[src/hdl/ipdc_cfg.svh]
/*
 Timing counts, offsets, field positions and reset values for the power control block.
 Assumes inclusion by bare name from hdl/.
*/
`ifndef IPDC_CFG_SVH
`define IPDC_CFG_SVH
`define IPDC_POWER_CONTROL_ADDR 8'h87
`define IPDC_BIT_IDLE 0
`define IPDC_BIT_PDOWN 1
`define IPDC_BIT_UFLAG_A 2
`define IPDC_BIT_UFLAG_B 3
`define IPDC_BIT_SUPPLY 4
`define IPDC_BIT_RSVD 5
`define IPDC_BIT_FRAME 6
`define IPDC_BIT_BAUD 7
`define IPDC_POWER_CONTROL_RESET 8'h10
`define IPDC_OSC_PERIOD_NS 50
`define IPDC_WARM_RST_OSC_PERIODS 24
`define IPDC_WARM_RST_CYCLES 24
`define IPDC_OSC_START_CYCLES 16
`define IPDC_RAM_BLOCK_CYCLES 4
`endif

[src/hdl/ipdc_pkg.sv]
/*
 Types shared by the power control block.
 Assumes ipdc_cfg.svh is available for constants.
*/
package ipdc_pkg;
   typedef enum logic [4:0] {
      IPDC_RUN = 5'b0_0001,
      IPDC_IDLE = 5'b0_0010,
      IPDC_PDOWN = 5'b0_0100,
      IPDC_OSC_WAIT = 5'b0_1000,
      IPDC_RELEASE_WAIT = 5'b1_0000
   } ipdc_mode_t;
   typedef struct packed {
      logic baud_doubler;
      logic serial_frame_select;
      logic reserved;
      logic supply_on_flag;
      logic user_flag_b;
      logic user_flag_a;
      logic powerdown_request;
      logic idle_request;
   } ipdc_power_control_t;
   typedef struct packed {
      logic wr;
      logic rd;
      logic [7:0] addr;
      logic [7:0] wdata;
   } ipdc_sfr_req_t;
endpackage

[src/hdl/ipdc_clk_gate.sv]
/*
 Glitch-free clock enable gate: the enable changes only when the divider strobe fires.
 Assumes one system clock; gated domains use the enable output as a clock enable.
*/
`timescale 1ns/1ps
module ipdc_clk_gate (
   input wire logic clk_in,
   input wire logic rst_in,
   input wire logic run_in,
   input wire logic strobe_in,
   output logic en_out
);
   typedef struct packed {
      logic en;
   } ipdc_gate_state_t;
   ipdc_gate_state_t state_reg;
   ipdc_gate_state_t state_next;
   // The enable only moves on a strobe, so no partial pulse reaches a gated domain.
   always_comb begin
      state_next = state_reg;
      if (strobe_in) begin
         state_next.en = run_in;
      end
   end
   always_ff @(posedge clk_in) begin
      if (rst_in) begin
         state_reg <= '{en: 1'b1};
      end else begin
         state_reg <= state_next;
      end
   end
   assign en_out = state_reg.en;
endmodule // ipdc_clk_gate

[src/hdl/ipdc_ctrl.sv]
/*
 Idle and power-down control with the power control register.
 Assumes the CPU reaches the register over its SFR port and that the
 reset pin, interrupt pins and converter completion are synchronous.
*/
// How it works
// - Idle stops the CPU clock cleanly; peripherals keep clocking.
// - Idle preserves PC, PSW, SFRs and RAM.
// - Writing bit 0 enters Idle after the writing instruction.
// - Both bits set enters Power-down; no Idle afterwards.
// - Enabled interrupt clears idle bit and restores CPU clock.
// - Reset pin clears idle bit immediately, restoring the CPU clock.
// - Internal RAM blocked during the reset wake interval; ports allowed.
// - Converter completion ends Idle entered through converter idle.
// - Power-down stops oscillator and all clocks; state preserved.
// - Writing bit 1 enters Power-down after the writing instruction.
// - Only the two external interrupts and the reset pin wake Power-down; clocks restart.
// - Execution resumes only after the waking interrupt input releases.
// - External interrupt wake leaves SFRs and RAM unchanged.
// - Reset pin clears power-down bit, restarts clocks, then resets.
// - Reset wake reinitialises SFRs, keeps RAM.
// - Ports drive high in reset; hold latched data in Idle and Power-down.
// - Bit 4 set on power-up, settable by software, cleared by software.
// - Bits 3 and 2 are plain software flags.
// - Register resets to 00X1 0000, bit 5 reserved, not bit addressable.
`timescale 1ns/1ps
`include "ipdc_cfg.svh"
module ipdc_ctrl #(
   parameter int unsigned WARM_RST_CYCLES = `IPDC_WARM_RST_CYCLES,
   parameter int unsigned OSC_START_CYCLES = `IPDC_OSC_START_CYCLES,
   parameter int unsigned RAM_BLOCK_CYCLES = `IPDC_RAM_BLOCK_CYCLES
) (
   input wire logic clk_in,
   input wire logic rst_in,
   input wire logic power_on_in,
   input wire logic reset_pin_in,
   input wire ipdc_pkg::ipdc_sfr_req_t sfr_req_in,
   input wire logic instr_done_in,
   input wire logic irq_pending_in,
   input wire logic ext_irq_a_n_in,
   input wire logic ext_irq_b_n_in,
   input wire logic ext_irq_a_en_in,
   input wire logic ext_irq_b_en_in,
   input wire logic adc_idle_mode_in,
   input wire logic adc_done_in,
   input wire logic [7:0] port_latch_in,
   output logic [7:0] sfr_rdata_out,
   output logic cpu_clk_en_out,
   output logic periph_clk_en_out,
   output logic osc_run_out,
   output logic cpu_hold_out,
   output logic internal_reset_out,
   output logic ram_block_out,
   output logic baud_doubler_out,
   output logic serial_frame_select_out,
   output logic [7:0] port_out
);
   localparam int unsigned CNT_W = 16;
   localparam logic [CNT_W-1:0] WARM_MAX = CNT_W'(WARM_RST_CYCLES - 1);
   localparam logic [CNT_W-1:0] OSC_MAX = CNT_W'(OSC_START_CYCLES - 1);
   localparam logic [CNT_W-1:0] RAM_MAX = CNT_W'(RAM_BLOCK_CYCLES - 1);

   typedef struct packed {
      ipdc_pkg::ipdc_mode_t mode;
      ipdc_pkg::ipdc_power_control_t power_control;
      logic idle_pending;
      logic pdown_pending;
      logic adc_idle;
      logic [CNT_W-1:0] osc_cnt;
      logic [CNT_W-1:0] rst_cnt;
      logic [CNT_W-1:0] ram_cnt;
      logic reset_wake;
      logic internal_reset;
      logic ram_block;
      logic cpu_run;
      logic periph_run;
      logic osc_run;
      logic cpu_hold;
      logic [7:0] rdata;
      logic [7:0] port;
      logic baud;
      logic frame;
   } ipdc_state_t;

   ipdc_state_t state_reg;
   ipdc_state_t state_next;
   logic cpu_gate_en;
   logic periph_gate_en;
   logic power_control_sel;
   logic ext_wake;
   logic ext_level;

   // ==========================================================
   // Clock gates
   // ==========================================================
   ipdc_clk_gate u_cpu_gate (
      .clk_in(clk_in),
      .rst_in(rst_in),
      .run_in(state_reg.cpu_run),
      .strobe_in(1'b1),
      .en_out(cpu_gate_en)
   );
   ipdc_clk_gate u_periph_gate (
      .clk_in(clk_in),
      .rst_in(rst_in),
      .run_in(state_reg.periph_run),
      .strobe_in(1'b1),
      .en_out(periph_gate_en)
   );

   assign power_control_sel = (sfr_req_in.addr == `IPDC_POWER_CONTROL_ADDR);
   assign ext_level = (~ext_irq_a_n_in & ext_irq_a_en_in) | (~ext_irq_b_n_in & ext_irq_b_en_in);
   assign ext_wake = ext_level;

   // ==========================================================
   // Mode control
   // ==========================================================
   always_comb begin
      state_next = state_reg;
      state_next.cpu_hold = 1'b0;
      // Register write: software fields plus the two mode requests.
      if (sfr_req_in.wr && power_control_sel && state_reg.cpu_run && !state_reg.ram_block) begin
         state_next.power_control.baud_doubler = sfr_req_in.wdata[`IPDC_BIT_BAUD];
         state_next.power_control.serial_frame_select = sfr_req_in.wdata[`IPDC_BIT_FRAME];
         state_next.power_control.reserved = sfr_req_in.wdata[`IPDC_BIT_RSVD];
         state_next.power_control.supply_on_flag = sfr_req_in.wdata[`IPDC_BIT_SUPPLY];
         state_next.power_control.user_flag_b = sfr_req_in.wdata[`IPDC_BIT_UFLAG_B];
         state_next.power_control.user_flag_a = sfr_req_in.wdata[`IPDC_BIT_UFLAG_A];
         state_next.power_control.idle_request = sfr_req_in.wdata[`IPDC_BIT_IDLE];
         state_next.power_control.powerdown_request = sfr_req_in.wdata[`IPDC_BIT_PDOWN];
         state_next.idle_pending = sfr_req_in.wdata[`IPDC_BIT_IDLE];
         state_next.pdown_pending = sfr_req_in.wdata[`IPDC_BIT_PDOWN];
         state_next.adc_idle = adc_idle_mode_in;
      end
      if (sfr_req_in.rd && power_control_sel) begin
         state_next.rdata = state_reg.power_control;
      end
      // Reset pin: clears both mode bits at once and restores clocks.
      if (reset_pin_in) begin
         if (state_reg.rst_cnt != WARM_MAX) begin
            state_next.rst_cnt = state_reg.rst_cnt + CNT_W'(1);
         end
         if (state_reg.mode != ipdc_pkg::IPDC_RUN) begin
            state_next.reset_wake = 1'b1;
         end
         state_next.power_control.idle_request = 1'b0;
         state_next.power_control.powerdown_request = 1'b0;
         state_next.idle_pending = 1'b0;
         state_next.pdown_pending = 1'b0;
         state_next.osc_run = 1'b1;
         state_next.periph_run = 1'b1;
         state_next.cpu_run = 1'b1;
         state_next.mode = ipdc_pkg::IPDC_RUN;
      end else begin
         state_next.rst_cnt = '0;
      end
      // Warm reset takes over once the pin has stood for the least time.
      if (reset_pin_in && state_reg.rst_cnt == WARM_MAX) begin
         state_next.internal_reset = 1'b1;
         state_next.reset_wake = 1'b0;
         state_next.ram_block = 1'b0;
         state_next.power_control.baud_doubler = 1'b0;
         state_next.power_control.serial_frame_select = 1'b0;
         state_next.power_control.user_flag_b = 1'b0;
         state_next.power_control.user_flag_a = 1'b0;
         state_next.port = 8'hFF;
      end else begin
         state_next.internal_reset = 1'b0;
      end
      // RAM is blocked while execution briefly resumes after a reset wake.
      if (state_reg.reset_wake && !state_reg.internal_reset) begin
         state_next.ram_block = 1'b1;
         if (state_reg.ram_cnt != RAM_MAX) begin
            state_next.ram_cnt = state_reg.ram_cnt + CNT_W'(1);
         end
      end else begin
         state_next.ram_cnt = '0;
      end
      if (!reset_pin_in) begin
         case (state_reg.mode)
            ipdc_pkg::IPDC_RUN: begin
               if (instr_done_in && state_reg.pdown_pending) begin
                  state_next.mode = ipdc_pkg::IPDC_PDOWN;
                  state_next.cpu_run = 1'b0;
                  state_next.periph_run = 1'b0;
                  state_next.osc_run = 1'b0;
                  state_next.pdown_pending = 1'b0;
                  state_next.idle_pending = 1'b0;
               end else if (instr_done_in && state_reg.idle_pending) begin
                  state_next.mode = ipdc_pkg::IPDC_IDLE;
                  state_next.cpu_run = 1'b0;
                  state_next.idle_pending = 1'b0;
               end
            end
            ipdc_pkg::IPDC_IDLE: begin
               if (irq_pending_in || (state_reg.adc_idle && adc_done_in)) begin
                  state_next.power_control.idle_request = 1'b0;
                  state_next.cpu_run = 1'b1;
                  state_next.adc_idle = 1'b0;
                  state_next.mode = ipdc_pkg::IPDC_RUN;
               end
            end
            ipdc_pkg::IPDC_PDOWN: begin
               if (ext_wake) begin
                  state_next.power_control.powerdown_request = 1'b0;
                  state_next.power_control.idle_request = 1'b0;
                  state_next.osc_run = 1'b1;
                  state_next.osc_cnt = '0;
                  state_next.mode = ipdc_pkg::IPDC_OSC_WAIT;
               end
            end
            ipdc_pkg::IPDC_OSC_WAIT: begin
               state_next.osc_cnt = state_reg.osc_cnt + CNT_W'(1);
               if (state_reg.osc_cnt == OSC_MAX) begin
                  state_next.periph_run = 1'b1;
                  state_next.mode = ipdc_pkg::IPDC_RELEASE_WAIT;
               end
            end
            ipdc_pkg::IPDC_RELEASE_WAIT: begin
               state_next.cpu_hold = 1'b1;
               if (!ext_level) begin
                  state_next.cpu_run = 1'b1;
                  state_next.cpu_hold = 1'b0;
                  state_next.mode = ipdc_pkg::IPDC_RUN;
               end
            end
            default: begin
               state_next.mode = ipdc_pkg::IPDC_RUN;
            end
         endcase
      end
      if (state_next.mode == ipdc_pkg::IPDC_OSC_WAIT) begin
         state_next.cpu_hold = 1'b1;
      end
      // Ports keep latched data outside reset; RAM and SFRs are untouched here.
      if (!state_next.internal_reset) begin
         state_next.port = port_latch_in;
      end
      if (power_on_in) begin
         state_next.power_control.supply_on_flag = 1'b1;
      end
      state_next.baud = state_next.power_control.baud_doubler;
      state_next.frame = state_next.power_control.serial_frame_select;
   end

   always_ff @(posedge clk_in) begin
      if (rst_in) begin
         state_reg <= '0;
         state_reg.mode <= ipdc_pkg::IPDC_RUN;
         state_reg.power_control <= `IPDC_POWER_CONTROL_RESET;
         state_reg.cpu_run <= 1'b1;
         state_reg.periph_run <= 1'b1;
         state_reg.osc_run <= 1'b1;
         state_reg.port <= 8'hFF;
      end else begin
         state_reg <= state_next;
      end
   end

   // ==========================================================
   // Outputs
   // ==========================================================
   assign sfr_rdata_out = state_reg.rdata;
   assign cpu_clk_en_out = cpu_gate_en;
   assign periph_clk_en_out = periph_gate_en;
   assign osc_run_out = state_reg.osc_run;
   assign cpu_hold_out = state_reg.cpu_hold;
   assign internal_reset_out = state_reg.internal_reset;
   assign ram_block_out = state_reg.ram_block;
   assign baud_doubler_out = state_reg.baud;
   assign serial_frame_select_out = state_reg.frame;
   assign port_out = state_reg.port;
endmodule // ipdc_ctrl

[config.mk]
export PLATFORM = sky130hd
export DESIGN_NAME = ipdc_ctrl
export DESIGN_NICKNAME = d
export VERILOG_FILES = /design/src/hdl/ipdc_pkg.sv /design/src/hdl/ipdc_clk_gate.sv /design/src/hdl/ipdc_ctrl.sv
export VERILOG_INCLUDE_DIRS = /design/src /design/src/hdl
export SDC_FILE = /design/constraint.sdc
export NUM_CORES = 1
export LEC_CHECK = 0
export ABC_AREA = 1
export BUFFER_PORTS_ARGS = -buffer_cell sky130_fd_sc_hd__buf_2
export CAP_MARGIN = 0
export CORE_MARGIN = 4
export CORE_UTILIZATION = 43
export CTS_CLUSTER_SIZE = 30
export DETAILED_ROUTE_END_ITERATION = 12
export PLACE_DENSITY = 0.67
export SETUP_SLACK_MARGIN = 0.3
export SLEW_MARGIN = 30
export SYNTH_ARGS = -nofsm -noshare
export SYNTH_HDL_FRONTEND = slang
export SYNTH_SLANG_ARGS = --single-unit
export TNS_END_PERCENT = 1
[constraint.sdc]
create_clock -name clk_in -period 2.05 [get_ports clk_in]
set_input_delay 0.1025 -clock clk_in [delete_from_list [all_inputs] [get_ports clk_in]]
set_output_delay 0.1025 -clock clk_in [all_outputs]
set_load 0.005 [all_outputs]
==> impl_metrics.env <==
export IMPL_status="complete, no violations"
export IMPL_hold_start="sfr_req_in[1]"
export IMPL_grt_max_degree=24
export IMPL_nNetsFinal=629
export IMPL_ys_ff_latch=73
export IMPL_worstReg2RegStart="state_reg[85]"
export IMPL_synthArstFlopShare_pct=0
export IMPL_hp_class="in2reg"
export IMPL_fin_util_pct=51.3
export IMPL_grt_overflow=0
export IMPL_slew_violations=0
export IMPL_die_area_um2=10100
export IMPL_setup_tns_ns=0
export IMPL_die_w_um=100
export IMPL_die_y_um=100
export IMPL_drive_gt1_share_pct=17.2
export IMPL_cts_sinks=73
export IMPL_htree_levels=3
export IMPL_startpoint="state_reg[85]"
export IMPL_finalClockSkew_ns=0.0191
export IMPL_netlist_area_um2=3660
export IMPL_cts_root_buf="clkbuf_8"
export IMPL_pin_count=62
export IMPL_drtPass1Iterations=4
export IMPL_fillCellCount=833
export IMPL_floorplan_initialDensity_pct=44.4
export IMPL_peakVddDrop_uv=347
export IMPL_max_cap_violations=0
export IMPL_numCtsBuffers=9
export IMPL_vias_per_cell=4.87
export IMPL_post_route_min_period_ns=1.71
export IMPL_p_per_area_nw_per_um2=624
export IMPL_netlist_cell_type_count=34
export IMPL_post_cts_buffers=0
export IMPL_synth_edff_count=0
export IMPL_dpl_cell_area_um2=3940
export IMPL_synth_cells=528
export IMPL_finalHoldViolCount=0
export IMPL_worstMarginPinSlew_ns=0.509
export IMPL_fin_area_um2=4240
export IMPL_antenna_found_initial=0
export IMPL_power_total_mw=2.64
export IMPL_ff2ff_setup_slack_ns=0.34
export IMPL_drc=0
export IMPL_syn_to_final_growth_pct=15.6
export IMPL_cp_end_kind="flop"
export IMPL_cp_max_fo=23
export IMPL_clock_latency_ns=0.36
export IMPL_final_antenna_net_count=0
export IMPL_critPathRequiredTime_ns=2.29
export IMPL_syn_num_nets=568
export IMPL_setup_viol=0
export IMPL_core_um2=8260
export IMPL_timing_final_crit_share_pct=83.5
export IMPL_avgSynthCellArea_um2=6.94
export IMPL_vias=3407
export IMPL_globalplace_congestion=1.00
export IMPL_path_clk_slew_ns=0.10
export IMPL_fmax_mhz=584
export IMPL_hpwlAfterDp_um=6480
export IMPL_leakage_nw=1.75
export IMPL_dr_first_iter_drc_count=159
export IMPL_worstSetupPathType="reg2reg"
export IMPL_grt_pass1_vias=3188
export IMPL_cts_buffer_depth=2
export IMPL_cts_tree="yes"
export IMPL_critical_path_arrival_ns=1.95
export IMPL_largest_reg_flops=49
export IMPL_ys_seq_area_share_pct=39.9
export IMPL_synth_flop_cell="dfxtp_1"
export IMPL_grt_total_usage_pct=18.0
export IMPL_num_rows=33
export IMPL_port_buffers=61
export IMPL_ys_warn_count=0
export IMPL_relSlewSlack_pct=65.9
export IMPL_rsz0062_at_grt="true"
export IMPL_wl_per_cell_um=12.4
export IMPL_diodes=0
export IMPL_grt_pass1_wl_um=14600
export IMPL_cp_start_kind="flop"
export IMPL_drt_wl_total_um=8650
final timing paths:
kind | end | depth (start not counted)
hold / removal | state_reg[77] | 3
setup / recovery | state_reg[72] | 8
hold reg to reg | sfr_rdata_out[7] | 2
setup reg to reg | state_reg[72] | 8
Yosys cell counts (4+ instances only):
library cell	n	area (µm²)
o21a_1	5	37.5
a21oi_1	37	185
nor2_1	63	236
nand2_1	118	443
inv_2	4	15.0
nand3_1	34	170
nand4_1	18	113
xor2_1	5	43.8
dfxtp_1	73	1460
buf_4	18	135
nor3_1	11	55.1
clkbuf_1	4	15.0
o21ai_0	28	140
inv_1	76	285
layer usage:
layer / GRT usage [%] / share of wire (%) / vias to the layer above
met2: 29.1 / 46 / 72
li1: - / - / 1788
met3: 3.13 / 5.1 / 9
met4: 5.91 / 1.1 / 0
met1: 24.4 / 47 / 1538
met5: 0 / 0 / -
report_power, final:
group	internal (mW)	switching (mW)
Clock	0.460	0.613
Combinational	0.0635	0.0760
Sequential	1.43	0.00380
through the flow:
step / worst slack (ns) / hold slack, ns / instances
final: 0.339 / 0.0482 / 699
after CTS: 0.343 / 0.0451 / 699
after global routing: 0.193 / 0.0625 / 699
after global placement: 0.364 / 0.281 / 672
after detailed placement: 0.374 / 0.285 / 672
after floorplan: 0.638 / 0.182 / 528
final cells by class:
cell class | count | area [µm²] | share of cell area [%]
flip-flops and latches | 73 | 1460 | 34.5
well taps | 105 | 131 | 3.10
repair buffers | 75 | 438 | 10.3
clock inverters | 7 | 60.1 | 1.42
clock buffers | 9 | 124 | 2.92
inverters | 80 | 300 | 7.09
multi-input cells | 350 | 1720 | 40.6
layout by cell type (no fill, tap or decap), types with 5 or more instances in the layout:
master and count:
nand2_1 117, inv_1 76, dfxtp_1 73, nor2_1 63, buf_2 61, a21oi_1 37, nand3_1 34, o21ai_0 27
nand4_1 18, nor3_1 11, dlygate4sd3_1 11, clkbuf_8 9, xor2_1 5, o21a_1 5
critical path, cell delays in order (launching register included):
cell and delay, ns:
dfxtp_1 0.38, nor2_4 0.18, nand4_4 0.15, nand2_1 0.14, nand3_2 0.38, nand2_1 0.18
inv_1 0.05, nor2_1 0.10, nor2_1 0.04
kinds of logic (layout without fill, tap and decap cells):
family	after synthesis	count (layout)	synth area share [%]
compound gates	75	75	10.8
xor+xnor	6	6	1.43
fa+ha+maj	2	2	0.683
buf+inv	105	171	13.2
flops	73	73	39.9
simple gates	267	267	34.0
timing repair:
| item | in CTS | in global routing |
|---|---|---|
| endpoints found under the hold margin | 10 | 0 |
| hold buffers | 11 | 0 |
| endpoints found under the setup margin | 0 | 24 |
| resized for setup | 0 | 2 |
Power figures use the tool's default switching activity.
